File: config.mk
export PLATFORM = sky130hd
export DESIGN_NAME = sca_rx_align
export DESIGN_NICKNAME = d
export VERILOG_FILES = /design/src/logic/sca_pkg.sv /design/src/logic/sca_sync_if.sv /design/src/logic/sca_pin_sync.sv /design/src/logic/sca_rx_align.sv
export SDC_FILE = /design/constraint.sdc
export NUM_CORES = 1
export LEC_CHECK = 0
export ABC_AREA = 1
export BUFFER_PORTS_ARGS = -buffer_cell sky130_fd_sc_hd__buf_2
export CORE_UTILIZATION = 49
export DETAILED_ROUTE_END_ITERATION = 6
export PLACE_DENSITY = 0.75
export SLEW_MARGIN = 20
export SYNTH_ARGS = -nofsm -noshare
export SYNTH_HDL_FRONTEND = slang
export SYNTH_SLANG_ARGS = --single-unit
export TNS_END_PERCENT = 100
File: constraint.sdc
create_clock -name i_ref_clk -period 4.75 [get_ports i_ref_clk]
set_input_delay 0.95 -clock i_ref_clk [delete_from_list [all_inputs] [get_ports i_ref_clk]]
set_output_delay 0.95 -clock i_ref_clk [all_outputs]
set_load 0.01 [all_outputs]
File: src/logic/sca_pkg.sv
// Purpose: shared constants of the serial receive comma-align control block
// Assumes: one aligned 32-bit word per register on an 8-bit byte address
// Notes:   bit index 0 of a word is the first bit received on the line
package sca_pkg;
    // word framing
    localparam int unsigned BYTE_W        = 10;
    localparam int unsigned WORD_W        = 20;
    localparam logic [4:0]  BIT_LAST      = 5'h13;
    localparam logic [4:0]  BYTE0_LAST    = 5'h09;
    localparam logic [4:0]  BYTE1_START   = 5'h0A;
    // positive disparity comma, oldest bit in bit 0: 0,0,1,1,1,1,1
    localparam int unsigned COMMA_W       = 7;
    localparam logic [6:0]  COMMA_PAT     = 7'h7C;
    localparam logic [4:0]  COMMA_NEXT    = 5'h07;

    // synchroniser lanes
    localparam int unsigned SY_LINK       = 0;
    localparam int unsigned SY_REF        = 1;
    localparam int unsigned SY_LINE       = 2;
    localparam int unsigned SY_LOCAL      = 3;
    localparam int unsigned SY_AMPA       = 4;
    localparam int unsigned SY_AMPB       = 5;
    localparam int unsigned SY_N          = 6;

    // loss of signal: reference clock cycles without a data transition
    localparam int unsigned LOS_REF_CYCLES = 4;
    localparam int unsigned LOS_CH        = 2;

    // register map (byte addresses)
    localparam int unsigned AXI_AW        = 8;
    localparam logic [7:0]  OFS_CTRL      = 8'h00;
    localparam logic [7:0]  OFS_STATUS    = 8'h04;
    localparam logic [7:0]  OFS_INT_STAT  = 8'h08;
    localparam logic [7:0]  OFS_INT_MASK  = 8'h0C;
    localparam logic [7:0]  OFS_RX_WORD   = 8'h10;

    // control fields
    localparam int unsigned CTRL_W        = 6;
    localparam int unsigned CB_COMMA_EN   = 0;
    localparam int unsigned CB_LOOPBACK   = 1;
    localparam int unsigned CB_EQ_ON_N    = 2;
    localparam int unsigned CB_ALT_OUT    = 3;
    localparam int unsigned CB_REF_LOCK_N = 4;
    localparam int unsigned CB_LINK_DOWN  = 5;
    localparam logic [5:0]  CTRL_RESET    = 6'h14;

    // status fields
    localparam int unsigned ST_W          = 5;
    // interrupt fields: comma seen, loss a raised, loss b raised
    localparam int unsigned INT_W         = 3;
    localparam int unsigned IB_COMMA      = 0;
    localparam int unsigned IB_LOSS_A     = 1;
    localparam logic [2:0]  MASK_RESET    = 3'h0;

    localparam logic [1:0]  RESP_OKAY     = 2'h0;
    localparam logic [1:0]  RESP_SLVERR   = 2'h2;
endpackage

File: src/logic/sca_sync_if.sv
// Purpose: carries cleaned pin levels and their edge pulses
// Assumes: all signals are on the reference clock domain
// Notes:   rise and change are one-cycle pulses
`timescale 1ns/1ns
interface sca_sync_if;
    import sca_pkg::*;
    logic [SY_N-1:0] level;
    logic [SY_N-1:0] rise;
    logic [SY_N-1:0] change;
    modport src (output level, output rise, output change);
    modport dst (input level, input rise, input change);
endinterface

File: src/logic/sca_pin_sync.sv
// Purpose: brings asynchronous pins onto the reference clock
// Assumes: each pin is steady for several reference clock cycles
// Notes:   a new level counts once the second and third stages agree
`timescale 1ns/1ns
module sca_pin_sync
    import sca_pkg::*;
(
    input  wire logic            i_ref_clk,
    input  wire logic            i_rst,
    input  wire logic [SY_N-1:0] i_pins,
    sca_sync_if.src              o_sync
);
    logic [SY_N-1:0] meta_q;
    logic [SY_N-1:0] mid_q;
    logic [SY_N-1:0] late_q;
    logic [SY_N-1:0] clean_q;
    logic [SY_N-1:0] rise_q;
    logic [SY_N-1:0] chg_q;
    logic [SY_N-1:0] upd;

    // three stages; the first one is seen by the second alone
    always_ff @(posedge i_ref_clk or posedge i_rst)
    begin
        if (i_rst)
        begin
            meta_q <= '0;
            mid_q  <= '0;
            late_q <= '0;
        end
        else
        begin
            meta_q <= i_pins;
            mid_q  <= meta_q;
            late_q <= mid_q;
        end
    end

    // accept only agreed levels, so a glitch in one stage is ignored
    assign upd = ~(mid_q ^ late_q) & (late_q ^ clean_q);

    always_ff @(posedge i_ref_clk or posedge i_rst)
    begin
        if (i_rst)
        begin
            clean_q <= '0;
            rise_q  <= '0;
            chg_q   <= '0;
        end
        else
        begin
            clean_q <= (clean_q & ~upd) | (late_q & upd);
            rise_q  <= upd & late_q;
            chg_q   <= upd;
        end
    end

    assign o_sync.level  = clean_q;
    assign o_sync.rise   = rise_q;
    assign o_sync.change = chg_q;
endmodule

File: src/logic/sca_rx_align.sv
// Purpose: serial receive control: source select, comma align, lock mode
// Assumes: link bit clock and reference clock are far slower than i_ref_clk
// Notes:   data is taken on each rising edge of the link bit clock while the loop does not follow the reference
//
// Summary of operation
// - A positive disparity comma in the stream raises the comma found flag.
// - With comma align enabled, a comma puts the comma in word bits 0 to 6 and sets the bit counter to 7.
// - With comma align disabled, commas change nothing and the flag is low.
// - A low reference lock request disables comma detection entirely.
// - A low reference lock request makes the loop follow the reference.
// - Loopback select high takes the local input, low the line input.
// - Equalizer enable low with loopback select low switches the equalizer into the line path.
// - Link down with loopback select low keeps the loop on reference.
// - Byte 0 is word bits 0 to 9 received first, byte 1 bits 10 to 19.
// - Two recovered byte clocks run half a period apart.
// - Each loss flag rises on low amplitude or four idle reference cycles.
`timescale 1ns/1ns
module sca_rx_align
    import sca_pkg::*;
#(
    parameter int unsigned LOS_CYCLES = LOS_REF_CYCLES
)
(
    input  wire logic              i_ref_clk,
    input  wire logic              i_rst,
    input  wire logic [AXI_AW-1:0] i_s_axi_awaddr,
    input  wire logic              i_s_axi_awvalid,
    output logic                   o_s_axi_awready,
    input  wire logic [31:0]       i_s_axi_wdata,
    input  wire logic [3:0]        i_s_axi_wstrb,
    input  wire logic              i_s_axi_wvalid,
    output logic                   o_s_axi_wready,
    output logic [1:0]             o_s_axi_bresp,
    output logic                   o_s_axi_bvalid,
    input  wire logic              i_s_axi_bready,
    input  wire logic [AXI_AW-1:0] i_s_axi_araddr,
    input  wire logic              i_s_axi_arvalid,
    output logic                   o_s_axi_arready,
    output logic [31:0]            o_s_axi_rdata,
    output logic [1:0]             o_s_axi_rresp,
    output logic                   o_s_axi_rvalid,
    input  wire logic              i_s_axi_rready,
    input  wire logic              i_link_clk,
    input  wire logic              i_host_reference_clock,
    input  wire logic              i_line_serial_in,
    input  wire logic              i_local_serial_in,
    input  wire logic              i_amp_low_a,
    input  wire logic              i_amp_low_b,
    output logic [WORD_W-1:0]      o_rx_data,
    output logic [1:0]             o_recovered_byte_clocks,
    output logic                   o_comma_found_flag,
    output logic                   o_signal_loss_flag_a,
    output logic                   o_signal_loss_flag_b,
    output logic                   o_pll_track_ref,
    output logic                   o_equalizer_active,
    output logic                   o_irq
);
    localparam int unsigned LOS_W = $clog2(LOS_CYCLES + 1);

    if (LOS_CYCLES < 1 || LOS_CYCLES > 255)
    begin : g_bad_los
        $error("LOS_CYCLES must lie in 1..255");
    end

    sca_sync_if sync ();

    logic [CTRL_W-1:0] ctrl_q;
    logic [INT_W-1:0]  mask_q;
    logic [INT_W-1:0]  int_q;
    logic [INT_W-1:0]  int_ev;
    logic              aw_full_q;
    logic              w_full_q;
    logic [7:0]        aw_addr_q;
    logic [31:0]       w_data_q;
    logic [3:0]        w_strb_q;
    logic              bvalid_q;
    logic [1:0]        bresp_q;
    logic              rvalid_q;
    logic [1:0]        rresp_q;
    logic [31:0]       rdata_q;
    logic              wr_fire;
    logic              rd_take;
    logic              rd_ok;
    logic [31:0]       rd_word;
    logic [7:0]        rd_addr;
    logic              wr_ok;
    logic              comma_en;
    logic              step;
    logic              bit_in;
    logic [6:0]        hist_q;
    logic [6:0]        hist_d;
    logic              comma_hit;
    logic [4:0]        bit_cnt_q;
    logic [WORD_W-1:0] word_q;
    logic [WORD_W-1:0] word_d;
    logic              word_done;
    logic              byte1_evt;
    logic [BYTE_W-1:0] held_q;
    logic [WORD_W-1:0] rx_q;
    logic              flag_q;
    logic [LOS_W-1:0]  los_cnt_q [LOS_CH];
    logic              los_q     [LOS_CH];
    logic              los_nx    [LOS_CH];
    logic [ST_W-1:0]   status;

    sca_pin_sync u_sync (
        .i_ref_clk (i_ref_clk),
        .i_rst     (i_rst),
        .i_pins    ({i_amp_low_b, i_amp_low_a, i_local_serial_in,
                     i_line_serial_in, i_host_reference_clock, i_link_clk}),
        .o_sync    (sync)
    );

    // write address and data are held apart so either may come first
    assign o_s_axi_awready = !aw_full_q && !bvalid_q;
    assign o_s_axi_wready  = !w_full_q && !bvalid_q;
    assign wr_fire         = aw_full_q && w_full_q && !bvalid_q;
    assign o_s_axi_bvalid  = bvalid_q;
    assign o_s_axi_bresp   = bresp_q;
    assign wr_ok = aw_addr_q[7:2] <= OFS_RX_WORD[7:2];

    always_ff @(posedge i_ref_clk or posedge i_rst)
    begin
        if (i_rst)
        begin
            aw_full_q <= 1'b0;
            w_full_q  <= 1'b0;
            aw_addr_q <= 8'h00;
            w_data_q  <= 32'h0000_0000;
            w_strb_q  <= 4'h0;
            bvalid_q  <= 1'b0;
            bresp_q   <= RESP_OKAY;
        end
        else
        begin
            if (i_s_axi_awvalid && o_s_axi_awready)
            begin
                aw_full_q <= 1'b1;
                aw_addr_q <= {i_s_axi_awaddr[7:2], 2'b00};
            end
            else if (wr_fire)
                aw_full_q <= 1'b0;
            if (i_s_axi_wvalid && o_s_axi_wready)
            begin
                w_full_q <= 1'b1;
                w_data_q <= i_s_axi_wdata;
                w_strb_q <= i_s_axi_wstrb;
            end
            else if (wr_fire)
                w_full_q <= 1'b0;
            if (wr_fire)
            begin
                bvalid_q <= 1'b1;
                bresp_q  <= wr_ok ? RESP_OKAY : RESP_SLVERR;
            end
            else if (i_s_axi_bready)
                bvalid_q <= 1'b0;
        end
    end

    // only byte lane 0 holds writable bits
    always_ff @(posedge i_ref_clk or posedge i_rst)
    begin
        if (i_rst)
        begin
            ctrl_q <= CTRL_RESET;
            mask_q <= MASK_RESET;
        end
        else if (wr_fire && w_strb_q[0])
        begin
            if (aw_addr_q == OFS_CTRL)
                ctrl_q <= w_data_q[CTRL_W-1:0];
            if (aw_addr_q == OFS_INT_MASK)
                mask_q <= w_data_q[INT_W-1:0];
        end
    end

    // read path; one read outstanding, data held until taken
    assign o_s_axi_arready = !rvalid_q;
    assign rd_take = i_s_axi_arvalid && !rvalid_q;
    assign rd_addr = {i_s_axi_araddr[7:2], 2'b00};
    assign status  = {o_equalizer_active, o_pll_track_ref,
                      los_q[1], los_q[0], flag_q};

    always_comb
    begin
        rd_word = 32'h0000_0000;
        rd_ok   = 1'b1;
        case (rd_addr)
            OFS_CTRL:     rd_word = 32'(ctrl_q);
            OFS_STATUS:   rd_word = 32'(status);
            OFS_INT_STAT: rd_word = 32'(int_q);
            OFS_INT_MASK: rd_word = 32'(mask_q);
            OFS_RX_WORD:  rd_word = 32'(rx_q);
            default:      rd_ok   = 1'b0;
        endcase
    end

    always_ff @(posedge i_ref_clk or posedge i_rst)
    begin
        if (i_rst)
        begin
            rvalid_q <= 1'b0;
            rresp_q  <= RESP_OKAY;
            rdata_q  <= 32'h0000_0000;
        end
        else if (rd_take)
        begin
            rvalid_q <= 1'b1;
            rresp_q  <= rd_ok ? RESP_OKAY : RESP_SLVERR;
            rdata_q  <= rd_word;
        end
        else if (i_s_axi_rready)
            rvalid_q <= 1'b0;
    end

    assign o_s_axi_rvalid = rvalid_q;
    assign o_s_axi_rresp  = rresp_q;
    assign o_s_axi_rdata  = rdata_q;

    // sticky events; an event in the clearing read's cycle survives
    assign int_ev = {los_nx[1] && !los_q[1], los_nx[0] && !los_q[0],
                     comma_hit};

    always_ff @(posedge i_ref_clk or posedge i_rst)
    begin
        if (i_rst)
            int_q <= '0;
        else if (rd_take && rd_addr == OFS_INT_STAT)
            int_q <= int_ev;
        else
            int_q <= int_q | int_ev;
    end

    assign o_irq = |(int_q & mask_q);

    // loop mode: the reference also holds the oscillator while link is down and loopback is off
    assign o_pll_track_ref = !ctrl_q[CB_REF_LOCK_N]
        || (ctrl_q[CB_LINK_DOWN] && !ctrl_q[CB_LOOPBACK]);
    assign o_equalizer_active = !ctrl_q[CB_EQ_ON_N]
        && !ctrl_q[CB_LOOPBACK];
    // detection needs both the enable and a released lock request
    assign comma_en = ctrl_q[CB_COMMA_EN]
        && ctrl_q[CB_REF_LOCK_N];

    // no data is recovered while the loop follows the reference
    assign step   = sync.rise[SY_LINK] && !o_pll_track_ref;
    assign bit_in = ctrl_q[CB_LOOPBACK] ? sync.level[SY_LOCAL]
                                        : sync.level[SY_LINE];
    assign hist_d = {bit_in, hist_q[COMMA_W-1:1]};
    assign comma_hit = step && comma_en && (hist_d == COMMA_PAT);
    assign word_done = step && !comma_hit && (bit_cnt_q == BIT_LAST);
    assign byte1_evt = step && !comma_hit && (bit_cnt_q == BYTE0_LAST);

    always_comb
    begin
        word_d = word_q;
        word_d[bit_cnt_q] = bit_in;
    end

    // bit counter and word assembly; a comma restarts byte 0 around it
    always_ff @(posedge i_ref_clk or posedge i_rst)
    begin
        if (i_rst)
        begin
            bit_cnt_q <= 5'h00;
            hist_q    <= 7'h00;
            word_q    <= '0;
        end
        else if (step)
        begin
            hist_q <= hist_d;
            if (comma_hit)
            begin
                word_q    <= {word_q[WORD_W-1:COMMA_W], COMMA_PAT};
                bit_cnt_q <= COMMA_NEXT;
            end
            else
            begin
                word_q    <= word_d;
                bit_cnt_q <= (bit_cnt_q == BIT_LAST) ? 5'h00
                                                     : bit_cnt_q + 5'h01;
            end
        end
    end

    // byte clock 0 falls as a word completes, clock 1 half a word later
    assign o_recovered_byte_clocks[0] = bit_cnt_q >= BYTE1_START;
    assign o_recovered_byte_clocks[1] = bit_cnt_q < BYTE1_START;

    // alternating mode trades half a word of latency on byte 1 for staggered
    // output switching
    always_ff @(posedge i_ref_clk or posedge i_rst)
    begin
        if (i_rst)
        begin
            rx_q   <= '0;
            held_q <= '0;
        end
        else
        begin
            if (word_done)
            begin
                rx_q[BYTE_W-1:0] <= word_d[BYTE_W-1:0];
                // kept in every mode so a switch to alternating output
                // still presents the previous word's byte 1
                held_q <= word_d[WORD_W-1:BYTE_W];
                if (!ctrl_q[CB_ALT_OUT])
                    rx_q[WORD_W-1:BYTE_W] <= word_d[WORD_W-1:BYTE_W];
            end
            if (byte1_evt && ctrl_q[CB_ALT_OUT])
                rx_q[WORD_W-1:BYTE_W] <= held_q;
        end
    end

    assign o_rx_data = rx_q;

    // flag stands for one bit period, dropped at once when disabled
    always_ff @(posedge i_ref_clk or posedge i_rst)
    begin
        if (i_rst)
            flag_q <= 1'b0;
        else if (comma_hit)
            flag_q <= 1'b1;
        else if (step || !comma_en)
            flag_q <= 1'b0;
    end

    assign o_comma_found_flag = flag_q;

    // per input: idle reference cycles counted since the last transition
    for (genvar c = 0; c < LOS_CH; c++)
    begin : g_los
        assign los_nx[c] = sync.level[SY_AMPA + c]
            || (los_cnt_q[c] >= LOS_W'(LOS_CYCLES));
        always_ff @(posedge i_ref_clk or posedge i_rst)
        begin
            if (i_rst)
            begin
                los_cnt_q[c] <= '0;
                los_q[c]     <= 1'b0;
            end
            else
            begin
                los_q[c] <= los_nx[c];
                if (sync.change[SY_LINE + c])
                    los_cnt_q[c] <= '0;
                else if (sync.rise[SY_REF]
                         && los_cnt_q[c] < LOS_W'(LOS_CYCLES))
                    los_cnt_q[c] <= los_cnt_q[c] + LOS_W'(1);
            end
        end
    end

    assign o_signal_loss_flag_a = los_q[0];
    assign o_signal_loss_flag_b = los_q[1];
endmodule

Word level (Yosys, flattened, before mapping)
Index checks and enable logic that the tools add are counted.

Add/subtract/negate cells: 3. $lt $le $gt $ge: 9. Equality and inequality tests: 9. Mux-type cells: 28. Bitwise logic cells: 11. Reductions and logical operators: 56.

Operators with widths (count): $pmux 20 s5 (1); $logic_and 1x1->1 (24); $bwmux 20 (1); $mux 10 (2); $mux 20 (1); $and 6x6->6 (3); $eq 6x2->1 const B (3); $logic_not 8->1 (2); $reduce_bool 2->1 (8); $mux 3 (5); $logic_not 1->1 (12); $mux 1 (12); $not 6->6 (2); $xor 6x6->6 (2); $mux 5 (2); $reduce_and 2->1 (4); $eq 7x7->1 const B (1); $mux 7 (1); $add 3x1->3 const B (2); $eq 6x1->1 const B (1); $eq 6x3->1 const B (1); $ge 3x3->1 const B (2); $le 6x3->1 const B (1); $lt 3x3->1 const B (2); other kinds (17) (21).

Flip-flop bits (word level): 166. Input port bits: 65. Output and inout port bits: 69. Word-level logic and storage cells: 147.

Logic depth before layout (Yosys ltp)
Gate-level depths: netlist (run 1).

Word-level depth: 13. Mapped depth: 11. Depth with buffers taken out: 10.

Hierarchy
Synthesis (run 1) repeated with hierarchy kept, for this count alone.

Cell total of the unflattened synthesis: 769. Area total of the unflattened synthesis: 6799.0 µm².

By module, submodules not included: sca_rx_align (times used 1, cells an instance 684, area an instance 5691.7 µm², seq. area each 3005.4 µm²); sca_pin_sync (times used 1, cells an instance 85, area an instance 1107.3 µm², seq. area each 900.9 µm²).

Least setup slack after synthesis (run 1)
Ideal clock, no wire load.

Kind: input port to flip-flop. Start: in i_s_axi_araddr[2]. End: reg rdata_q[3], in the netlist o_s_axi_rdata[3]. Library setup time: 0.066 ns. Arrival: 1.864 ns. Data required time: 4.684 ns. Setup slack: 2.820 ns. Stages on the path: 9. Buffers on the path: 0. Cells stage by stage: inv_1 > nand2_1 > nor3_1 > nand2_1 > inv_1 > nand2_1 > o211ai_1 > nand2_1 > nand2_1.

Word-level cells in the longest chain between the ends: 2. Elaborated cells between the ends (all ways): 6. Those cells by class: eq/ne: 4; mux: 1; reduce/logical: 1.

Ends and longest elaborated chain: from (decl) (line sca_rx_align.sv:36) `input wire logic [AXI_AW-1:0] i_s_axi_araddr,`; $eq 6x3->1 (tied with other cells) (line sca_rx_align.sv:189) `case (rd_addr)`; $pmux 20 s5 * (line sca_rx_align.sv:189); to (signal assigned) (line sca_rx_align.sv:211) `rdata_q <= rd_word;`; to (decl) (line sca_rx_align.sv:80) `logic [31:0] rdata_q;`.

Mark *: on every way between the ends. The rest lies on a longest branch, timed or not. A chain may end at the register's enable or synchronous reset.

Final worst setup path (run 1)
Start: reg bit_cnt_q[1]. End: reg rx_q[19], in the netlist o_rx_data[19].

Word-level cells in the longest chain between the ends: 8. Elaborated cells between the ends (all ways): 17. Those cells by class: order compare: 2; eq/ne: 3; mux: 6; reduce/logical: 6.

Ends and longest elaborated chain: from (decl) (line sca_rx_align.sv:93) `logic [4:0] bit_cnt_q;`; from (signal assigned) (line sca_rx_align.sv:281) `bit_cnt_q <= (bit_cnt_q == BIT_LAST) ? 5'h00`; $lt 5x6->1 (implied by the code) or $ge 5x1->1 (tied branches) (line sca_rx_align.sv:258) `word_d[bit_cnt_q] = bit_in;`; $logic_and 1x1->1 (implied by the code) (line sca_rx_align.sv:258); $mux 1 (implied by the code) (line sca_rx_align.sv:258); $demux 1 s5 (line sca_rx_align.sv:258); $bwmux 20 (line sca_rx_align.sv:258); $mux 10 (line sca_rx_align.sv:308) `if (!ctrl_q[CB_ALT_OUT])`; $mux 20 (line sca_rx_align.sv:302) `if (word_done)`; $mux 10 (line sca_rx_align.sv:311) `if (byte1_evt && ctrl_q[CB_ALT_OUT])`; to (signal, indexed assignment) (line sca_rx_align.sv:304) `rx_q[BYTE_W-1:0] <= word_d[BYTE_W-1:0];`; to (signal, indexed assignment) (line sca_rx_align.sv:309) `rx_q[WORD_W-1:BYTE_W] <= word_d[WORD_W-1:BYTE_W];`; to (signal, indexed assignment) (line sca_rx_align.sv:312) `rx_q[WORD_W-1:BYTE_W] <= held_q;`; to (decl) (line sca_rx_align.sv:99) `logic [WORD_W-1:0] rx_q;`.

Several ways; a longest one is shown, not always the timed one. The select of a mux whose other input is x is not followed.

==> metrics.log, run 1 <==
INFO  metric run_status = finished clean
INFO  metric rr_startpoint = bit_cnt_q[1]
INFO  metric synth_area_per_cell = 9.00 sq um
INFO  metric cp_max_stage_cell = nor2_1
INFO  metric detailedRoute.firstPassIterationCount = 5
INFO  metric detail_route.wirelength.met1 = roughly 6.3 mm
INFO  metric cts-resized-gates = 0
INFO  metric path_buf_inv = 1
INFO  metric post_route_cells_drive_above_1_share = roughly a fifth
INFO  metric clk-insertion-delay-late = approximately 0.42 ns
INFO  metric clock_sinks = 148
INFO  metric grt_overflow_total = 0
INFO  metric drtAntennaViolNets = 0
INFO  metric vdd_drop_max = around 0.00031 V
INFO  metric boundaryPins = 134
INFO  metric critPathMaxFanout = 12
INFO  metric wire_per_inst = between 10 and 15 um
INFO  metric share_of_synthesized_area_occupied_by_flip_flops_and_latches = 56.9%
INFO  metric tightestPinTransition = 0.979 ns
INFO  metric core_area = roughly 13000 sq um
INFO  metric postCtsHoldBufs = 0
INFO  metric cp-endpoint = o_rx_data[19]
INFO  metric timing.critical_path.max_delay_family = simple AND/OR/NAND/NOR gates
INFO  metric met2RoutedLength = about 6 mm
INFO  metric groute.usage.overall = 21.3%
INFO  metric start_kind = flop
INFO  metric pwr_density_cell = between 400 and 500 nW/um^2
INFO  metric avgViaCountPerCell = between 5 and 6
INFO  metric dp.cells = 962
INFO  metric timing.critical_path.to_type = flop
INFO  metric num_rows = 41
INFO  metric postSynthRegisterBits = ~150
INFO  metric crit_path_cell_trace = ha_1 > inv_1 > nor2_1 > nand4_1 > nand2_1 > nand2_1 > nand2_1
INFO  metric synth_enable_flop_cells = 0
INFO  metric post-synth-top-area-cell = dfrtp_1
INFO  metric rr_worst_depth = 7
INFO  metric area_delta_synth_final = 16.9%
INFO  metric cp_num_cells = 7
INFO  metric tritoncts = built
INFO  metric syn-instance-count = 724
INFO  metric drt_first_iter_violations = 356
INFO  metric yosys.area.top_type_share = 56.1%
INFO  metric slew_viol_final = 0
INFO  metric p_leak = ~0.0040 uW
INFO  metric wirelength = between 10 and 15 mm
INFO  metric filler_cell_count = between 1000 and 1500
INFO  metric antenna_cells = 0
INFO  metric final_hold_viol_count = 0
INFO  metric via_count = around 5000
INFO  metric number_of_global_route_vias_before_repair = between 4000 and 5000
INFO  metric criticalPathCategory = flop to flop
INFO  metric number_of_remaining_drc_errors = 0
INFO  metric max_cap_violations = 0
INFO  metric nNetsFinal = slightly below 900
INFO  metric dp_hpwl = 9.04 mm
INFO  metric setup_tns = 0 ns
INFO  metric chipWidth = about 120 um
INFO  metric clock_tree.htree_level_count = 4
INFO  metric post_synth_design_cell_area = approximately 6500 sq um
INFO  metric cts_setup_buffers = 0
INFO  metric max-slew-margin-rel = between 30% and 40%
INFO  metric die-area = roughly 14000 sq um
INFO  metric unrepaired_setup_endpoints_after_global_routing = no
INFO  metric setup_viols_final = 0
INFO  metric yosys_most_used_dff = dfrtp_1
INFO  metric fmax = between 0.3 and 0.4 GHz
INFO  metric antenna_found_initial = 0
INFO  metric uppermost_routed_layer = met4
INFO  metric r2r_slack = roughly 1.9 ns
INFO  metric most_common_cell_after_layout_fill_and_taps_aside = nand2_1
INFO  metric timing.hold.worst.class = flop to flop
INFO  metric global_route_wire_length_before_repair = roughly 23 mm
INFO  metric yosys-top-cells-area = dfrtp_1, nand2_1, o21ai_0, inv_1, nand3_1
INFO  metric initial_utilization = ~51%
INFO  metric die_h = about 120 um
INFO  metric asyncSetResetFlopFracSynth = 100%
INFO  metric numCtsBuffers = 17
INFO  metric critPathRequiredTime = between 5 and 6 ns
INFO  metric yosys.cell_types.count = 44
INFO  metric gp_congestion = 0.858
INFO  metric launching_element_of_the_worst_setup_path = bit_cnt_q[1]
INFO  metric max-clock-path-buffers = 2
INFO  metric buffer_ports.inserted = 86
INFO  metric worst_path_largest_cell_delay = about 0.64 ns
INFO  metric crit_path_frequent_cell = nand2_1
INFO  metric timing.clock.skew = about 0.0065 ns
INFO  metric most-common-layout-cells = nand2_1, dfrtp_1, buf_2
INFO  metric pin_count_of_the_biggest_net_entering_global_routing = 75
INFO  metric worstPathArrival = around 3.2 ns
INFO  metric clk_pin_slew_worst_paths = ~0.060 ns
INFO  metric min_period_over_period = 59.6%
INFO  metric cts_root_buf = clkbuf_16
INFO  metric post-route-min-period = ~2.8 ns
INFO  metric stdcell_count = roughly 990
INFO  metric worst_r2r_endpoint = o_rx_data[19]
INFO  metric synth-warning-count = 0
INFO  metric met3_wirelength = roughly 710 um
-- metrics by stage --
stage               worst slack [ns]  power, uW  cell area [sq um]  hold WS, ns  util [%]
CTS                             1.99       3600               7610        0.348      59.6
global route                    1.71       3770               7610        0.349      59.6
global placement                2.14       2210               7020        0.332      54.9
floorplan                       1.94       2040               6570        0.331         -
detailed placement              2.06       2230               7020        0.335      54.9
finish                          1.92       3570               7610        0.346      59.6
-- cell usage after synthesis, types with 3 or more instances --
cell type,n
a31oi_1,4
inv_2,4
buf_4,16
nor3_1,4
a21oi_1,21
nand3_1,41
inv_1,56
o21ai_2,8
maj3_1,3
clkbuf_1,10
dfrtp_1,146
ha_1,6
o21ai_0,52
a21boi_0,3
buf_2,9
or2_2,4
o31ai_1,4
nor2_1,42
a22oi_1,6
mux2_2,9
nand2_1,237
nand4_1,13
-- kinds of logic after synthesis --
logic type / synth area share, %
AOI/OAI and AO/OA: 9.51
xor gates and xnor gates: 0.134
adders and majority gates: 1.61
buffers and inverters: 7.36
DFF: 56.9
muxes: 1.56
other: 0.0576
and+or+nand+nor: 22.9
-- cell type report --
class | instances | area, sq um | share of cell area [%]
inverter | 61 | 238 | 3.12
sequential | 148 | 3710 | 48.7
tap | 172 | 215 | 2.83
multi-input combinational | 490 | 2380 | 31.2
clock buffer | 21 | 440 | 5.78
clock inverter | 9 | 155 | 2.04
timing repair buffer | 91 | 480 | 6.31
-- power breakdown --
part	internal [uW]	total (uW)	leakage, uW	switching (uW)
Combinational	229	638	0.00182	409
Clock	873	1360	0.000287	492
Sequential	1450	1570	0.00191	124
Total	2550	3570	0.00402	1020
-- per-layer routing --
metal	track usage [%]	vias up
li1	-	2493
met1	29.6	2350
met2	31.9	165
met3	4.67	17
met4	9.66	0
met5	0	-
-- worst min path at each step --
stage / start / end / slack, ns / depth (start not counted)
after floorplan: u_sync.meta_q[0] / u_sync.mid_q[0] / 0.33 / 0
after global placement: u_sync.meta_q[0] / u_sync.mid_q[0] / 0.33 / 0
after detailed placement: u_sync.meta_q[2] / u_sync.mid_q[2] / 0.33 / 0
after CTS: u_sync.meta_q[2] / u_sync.mid_q[2] / 0.35 / 0
after global routing: u_sync.meta_q[2] / u_sync.mid_q[2] / 0.35 / 0
final: u_sync.meta_q[2] / u_sync.mid_q[2] / 0.35 / 0
-- flip-flops by register name, indices dropped and copies added (netlist names), 10 cells and up, named ones only --
register	flops
held_q	10
o_rx_data	20
word_q	19
o_s_axi_rdata	20
Note: power is estimated with default switching activity, not from simulation.
==> run 2: changes to the inputs <==
- CORE_UTILIZATION: 49 -> 51
- clock period: 4.75 -> 2.7 ns (I/O delays scaled with it)
==> metrics.log, run 2 (synthesis gave the netlist of run 1 again) <==
INFO  metric worstPathArrival = 2.55 ns (-0.64 ns)
INFO  metric postCtsHoldBufs = 0 (unchanged)
INFO  metric most-common-layout-cells = nand2_1, dfrtp_1, buf_2
INFO  metric post-route-min-period = 2.19 ns (-0.641 ns)
INFO  metric chipWidth = 115 um (-1.9%)
INFO  metric cts_root_buf = clkbuf_16
INFO  metric max_cap_violations = 0 (unchanged)
INFO  metric groute.usage.overall = 23.1% (+1.8 points)
INFO  metric timing.clock.skew = 0.00691 ns (+0.000399 ns)
INFO  metric nNetsFinal = 887 (+0.80%)
INFO  metric slew_viol_final = 0 (unchanged)
INFO  metric setup_tns = 0 ns (unchanged)
INFO  metric die-area = 13200 sq um (-3.8%)
INFO  metric start_kind = flop
INFO  metric via_count = 5192 (+3.3%)
INFO  metric number_of_remaining_drc_errors = 0 (unchanged)
INFO  metric max-clock-path-buffers = 2 (unchanged)
INFO  metric timing.critical_path.max_delay_family = simple AND/OR/NAND/NOR gates
INFO  metric clk-insertion-delay-late = 0.43 ns (about the same)
INFO  metric min_period_over_period = 81.1% (+22 points)
INFO  metric multi_input_comb_area = 2380 sq um (unchanged)
INFO  metric crit_path_frequent_cell = nand2_1
INFO  metric buffer_ports.inserted = 86 (unchanged)
INFO  metric dp_hpwl = 9.70 mm (+7.3%)
INFO  metric layout.area.seq = 3710 sq um (unchanged)
INFO  metric detailedRoute.firstPassIterationCount = 5 (unchanged)
INFO  metric critPathRequiredTime = 3.06 ns (-2.05 ns)
INFO  metric worst_path_largest_cell_delay = 0.42 ns (-0.22 ns)
INFO  metric criticalPathCategory = flop to flop
INFO  metric num_rows = 40 (-2.4%)
INFO  metric cp_max_stage_cell = dfrtp_1
INFO  metric clock_sinks = 148 (unchanged)
INFO  metric vdd_drop_max = 0.000532 V (+73%)
INFO  metric post_route_cells_drive_above_1_share = 20.3% (+1.2 points)
INFO  metric global_route_wire_length_before_repair = 23.4 mm (+0.51%)
INFO  metric antenna_cells = 0 (unchanged)
INFO  metric pin_count_of_the_biggest_net_entering_global_routing = 74 (-1.3%)
INFO  metric place_area = 7080 sq um (+0.86%)
INFO  metric setup_viols_final = 0 (unchanged)
INFO  metric wire_per_inst = 14.1 um (+4.9%)
INFO  metric max-slew-margin-rel = 56.8% (+22 points)
INFO  metric avgViaCountPerCell = 5.21 (+2.8%)
INFO  metric unrepaired_setup_endpoints_after_global_routing = no
INFO  metric drtAntennaViolNets = 0 (unchanged)
INFO  metric clock_tree.htree_level_count = 4 (unchanged)
INFO  metric antenna_found_initial = 0 (unchanged)
INFO  metric wirelength = 14.0 mm (+5.4%)
INFO  metric initial_utilization = 53.4% (+2.3 points)
INFO  metric core_area = 12200 sq um (-4.4%)
INFO  metric grt_overflow_total = 0 (unchanged)
INFO  metric area_delta_synth_final = 17.8%
INFO  metric die_h = 115 um (-1.9%)
INFO  metric crit_path_cell_trace = inv_1 > ha_1 > nand3_1 > nor3_1 > nand2_1 > nand2_1 > nand2_1 > nand2_1
INFO  metric critPathMaxFanout = 11 (-1)
INFO  metric final_hold_viol_count = 0 (unchanged)
INFO  metric clk_pin_slew_worst_paths = 0.06 ns (about the same)
INFO  metric cts_setup_buffers = 0 (unchanged)
INFO  metric timing.final.ws_setup = 0.510 ns (-1.41 ns)
INFO  metric drt_first_iter_violations = 513 (+44%)
INFO  metric tightestPinTransition = 0.647 ns (-0.333 ns)
INFO  metric pwr_density_cell = 818 nW/um^2 (+74%)
INFO  metric boundaryPins = 134 (unchanged)
INFO  metric number_of_global_route_vias_before_repair = 4857 (+2.0%)
INFO  metric p_leak = 0.00405 uW (+0.92%)
INFO  metric run_status = finished clean
INFO  metric timing.critical_path.to_type = flop
INFO  metric filler_cell_count = 983 (-7.9%)
INFO  metric cts-resized-gates = 0 (unchanged)
INFO  metric most_common_cell_after_layout_fill_and_taps_aside = nand2_1
INFO  metric path_buf_inv = 1 (unchanged)
INFO  metric gp_congestion = 0.861 (+0.34%)
INFO  metric timing.hold.worst.class = primary input to async pin
INFO  metric fmax = 0.457 GHz (+29%)
INFO  metric tritoncts = built
INFO  metric detailedPlace.worstSlack = 0.569 ns (-1.49 ns)
INFO  metric finish.instance_area = 7680 sq um (+0.82%)
INFO  metric numCtsBuffers = 17 (unchanged)
[run 2: worst paths after layout]
| path | from | endpoint | slack [ns] | depth (start not counted) |
|---|---|---|---|---|
| max | bit_cnt_q[1] | o_rx_data[12] | 0.51 | 8 |
| min | i_rst | o_rx_data[8] | 0.20 | 3 |
| max reg2reg | bit_cnt_q[1] | o_rx_data[12] | 0.51 | 8 |
| min reg2reg | u_sync.meta_q[1] | u_sync.mid_q[1] | 0.35 | 0 |
| max in group asynchronous | i_rst | ctrl_q[4] | 1.98 | 4 |
| min in group i_ref_clk | i_line_serial_in | u_sync.meta_q[2] | 0.22 | 1 |
[run 2: layout make-up]
type | count | area share, %
flip-flops and latches | 148 | 48.3
clock buffers | 21 | 6.13
multi-input cells | 490 | 31.0
clock inverters | 11 | 1.66
repair buffers | 98 | 7.11
inverters | 61 | 3.10
well taps | 168 | 2.74
[run 2: worst min-delay path, delay by kind of cell]
family | cells | cell delay, ns
buffers and inverters | 3 | 0.46
[run 2: metrics by stage]
stage	cells	total power [uW]	hold slack, ns	util, %
floorplan	737	3600	0.331	-
global placement	965	3880	0.331	58.0
detailed placement	965	3960	0.336	58.0
CTS	997	6320	0.206	62.9
global route	997	6600	0.204	62.9
finish	997	6280	0.203	62.9
[run 2: metal layers]
layer / track usage [%] / vias up / part of all wire [%] / routed length, um
met5: 0 / - / 0 / 0
li1: - / 2507 / - / -
met2: 36.9 / 214 / 48 / 6760
met4: 9.78 / 0 / 1.6 / 227
met3: 5.27 / 17 / 5.7 / 800
met1: 30.4 / 2454 / 45 / 6250
[run 2: power breakdown]
| part | switching (uW) | total, uW | internal, uW |
|---|---|---|---|
| clock | 915 | 2350 | 1430 |
| combinational | 739 | 1160 | 420 |
| sequential | 231 | 2770 | 2540 |
| total | 1890 | 6280 | 4400 |
==> run 3: changes to the inputs <==
- CORE_UTILIZATION: 51 -> 49
- clock period: 2.7 -> 1.95 ns (I/O delays scaled with it)
==> metrics.log, run 3 (synthesis gave the netlist of run 1 again) <==
INFO  metric cts_setup_buffers = 0 (unchanged)
INFO  metric clk_pin_slew_worst_paths = 0.06 ns (about the same)
INFO  metric cp_max_stage_cell = dfrtp_1
INFO  metric drt_first_iter_violations = 363 (-29%)
INFO  metric final_util = 61.0% (-1.8 points)
INFO  metric nNetsFinal = 897 (+1.1%)
INFO  metric whs = 0.0705 ns (-0.132 ns)
INFO  metric via_count = 5073 (-2.3%)
INFO  metric avgViaCountPerCell = 5.02 (-3.6%)
INFO  metric critPathMaxFanout = 5 (-6)
INFO  metric tightestPinTransition = 0.567 ns (-0.0793 ns)
INFO  metric critPathRequiredTime = 1.56 ns (-1.50 ns)
INFO  metric worst_r2r_endpoint = bit_cnt_q[1]
INFO  metric cts_root_buf = clkbuf_16
INFO  metric unrepaired_setup_endpoints_after_global_routing = no
INFO  metric clock_tree.htree_level_count = 4 (unchanged)
INFO  metric start_kind = flop
INFO  metric timing.critical_path.to_type = primary output
INFO  metric antenna_found_initial = 0 (unchanged)
INFO  metric cp_num_cells = 4 (-4)
INFO  metric worst_hold_path.endpoint = u_sync.meta_q[1]
INFO  metric total_power = 8940 uW (+42%)
INFO  metric die-area = 13800 sq um (+4.0%)
INFO  metric dp_hpwl = 9.37 mm (-3.4%)
INFO  metric max_cap_violations = 0 (unchanged)
INFO  metric setup_tns = 0 ns (unchanged)
INFO  metric min_path_cells = 1
INFO  metric setup_viols_final = 0 (unchanged)
INFO  metric number_of_global_route_vias_before_repair = 4925 (+1.4%)
INFO  metric pwr_density_cell = 1150 nW/um^2 (+40%)
INFO  metric gp_congestion = 0.833 (-3.3%)
INFO  metric crit_path_frequent_cell = inv_1
INFO  metric wire_per_inst = 13.6 um (-3.6%)
INFO  metric timing.hold.worst.class = primary input to flop
INFO  metric slew_viol_final = 0 (unchanged)
INFO  metric buffer_ports.inserted = 86 (unchanged)
INFO  metric numCtsBuffers = 17 (unchanged)
INFO  metric cts-resized-gates = 0 (unchanged)
INFO  metric min_period_over_period = between 90 and 100%
INFO  metric pin_count_of_the_biggest_net_entering_global_routing = 112 (+51%)
INFO  metric crit_path_cell_trace = inv_1 > o21ai_1 > inv_1 > buf_2
INFO  metric wirelength = 13.7 mm (-2.3%)
INFO  metric number_of_remaining_drc_errors = 0 (unchanged)
INFO  metric boundaryPins = 134 (unchanged)
INFO  metric most-common-layout-cells = nand2_1, dfrtp_1, buf_2
INFO  metric rr_worst_depth = 9 (+1)
INFO  metric drtAntennaViolNets = 0 (unchanged)
INFO  metric antenna_cells = 0 (unchanged)
INFO  metric timing.critical_path.max_delay_family = flip-flops
INFO  metric max-slew-margin-rel = 62.2% (+5.3 points)
INFO  metric area_delta_synth_final = 19.6%
INFO  metric core_area = 12800 sq um (+4.6%)
INFO  metric r2r_slack = 0.19 ns (-0.32 ns)
INFO  metric run_status = finished clean
INFO  metric tritoncts = built
INFO  metric groute.usage.overall = 21.8% (-1.3 points)
INFO  metric worstPathArrival = 1.42 ns (-1.13 ns)
INFO  metric stdcell_count = 1011 (+1.4%)
INFO  metric detailedRoute.firstPassIterationCount = 5 (unchanged)
INFO  metric chipWidth = 117 um (+2.0%)
INFO  metric criticalPathCategory = flop to primary output
INFO  metric initial_utilization = 51.0% (-2.3 points)
INFO  metric final_hold_viol_count = 0 (unchanged)
INFO  metric max-clock-path-buffers = 2 (unchanged)
INFO  metric postCtsHoldBufs = 0 (unchanged)
INFO  metric clock_sinks = 148 (unchanged)
INFO  metric post-route-min-period = roughly 1.8 ns
INFO  metric timing.clock.skew = 0.0105 ns (+0.00359 ns)
INFO  metric timing.hold.worst.start = i_host_reference_clock
INFO  metric grt_overflow_total = 0 (unchanged)
INFO  metric most_common_cell_after_layout_fill_and_taps_aside = nand2_1
INFO  metric p_leak = 0.00412 uW (+1.7%)
INFO  metric global_route_wire_length_before_repair = 24.0 mm (+2.6%)
INFO  metric worst_path_largest_cell_delay = 0.43 ns (about the same)
INFO  metric rr_startpoint = ctrl_q[4]
INFO  metric num_rows = 41 (+2.5%)
INFO  metric dp.cells = 979 (+1.5%)
INFO  metric fmax = approximately 0.55 GHz
INFO  metric filler_cell_count = 1063 (+8.1%)
INFO  metric post_route_cells_drive_above_1_share = 21.7% (+1.4 points)
INFO  metric vdd_drop_max = 0.000655 V (+23%)
INFO  metric die_h = 117 um (+2.0%)
INFO  metric clk-insertion-delay-late = 0.42 ns (about the same)
INFO  metric path_buf_inv = 3 (+2)
==> run 3: final cells by class <==
| type | instances | area [sq um] | area share [%] |
|---|---|---|---|
| repair buffers | 108 | 608 | 7.80 |
| well taps | 172 | 215 | 2.76 |
| multi-input cells | 490 | 2380 | 30.6 |
| clock inverters | 12 | 176 | 2.26 |
| flip-flops and latches | 148 | 3710 | 47.6 |
| inverters | 61 | 238 | 3.05 |
| clock buffers | 20 | 467 | 5.99 |
==> run 3: layer usage <==
metal	vias up	global-route usage, %	wire length (um)
li1	2518	-	-
met1	2386	30.3	6530
met5	-	0	0
met3	12	5.84	692
met4	0	6.82	157
met2	157	33.3	6330
==> run 3: where the power goes <==
part	leakage (uW)	internal, uW	switching, uW
Clock	0.000312	2240	1250
Combinational	0.00190	608	1020
Sequential	0.00191	3520	304
==> run 3: worst register-to-register path, stage by stage, from the launching register on <==
cell     delay [ns]
dfstp_2        0.59
nand2_1        0.09
inv_1          0.06
nand2_1        0.05
nor2_2         0.19
nand2_4        0.17
nand2_4        0.13
buf_4          0.22
a21oi_1        0.06
a21oi_1        0.12
==> run 3: worst max-delay path by stage <==
stage,startpoint,to,slack (ns)
after global placement,bit_cnt_q[1],o_rx_data[5],0.18
final,bit_cnt_q[3],o_recovered_byte_clocks[1],0.14
after global routing,ctrl_q[1],o_rx_data[16],0.02
after CTS,bit_cnt_q[3],o_recovered_byte_clocks[1],0.05
after detailed placement,ctrl_q[4],o_rx_data[12],0.14
after floorplan,i_rst,async pin,-0.30
==> run 3: metrics by stage <==
| step | instance area [sq um] | setup WS [ns] |
|---|---|---|
| global placement | 7150 | 0.176 |
| finish | 7790 | 0.143 |
| global route | 7790 | 0.0173 |
| floorplan | 6570 | -0.299 |
| detailed placement | 7150 | 0.139 |
| CTS | 7790 | 0.0455 |
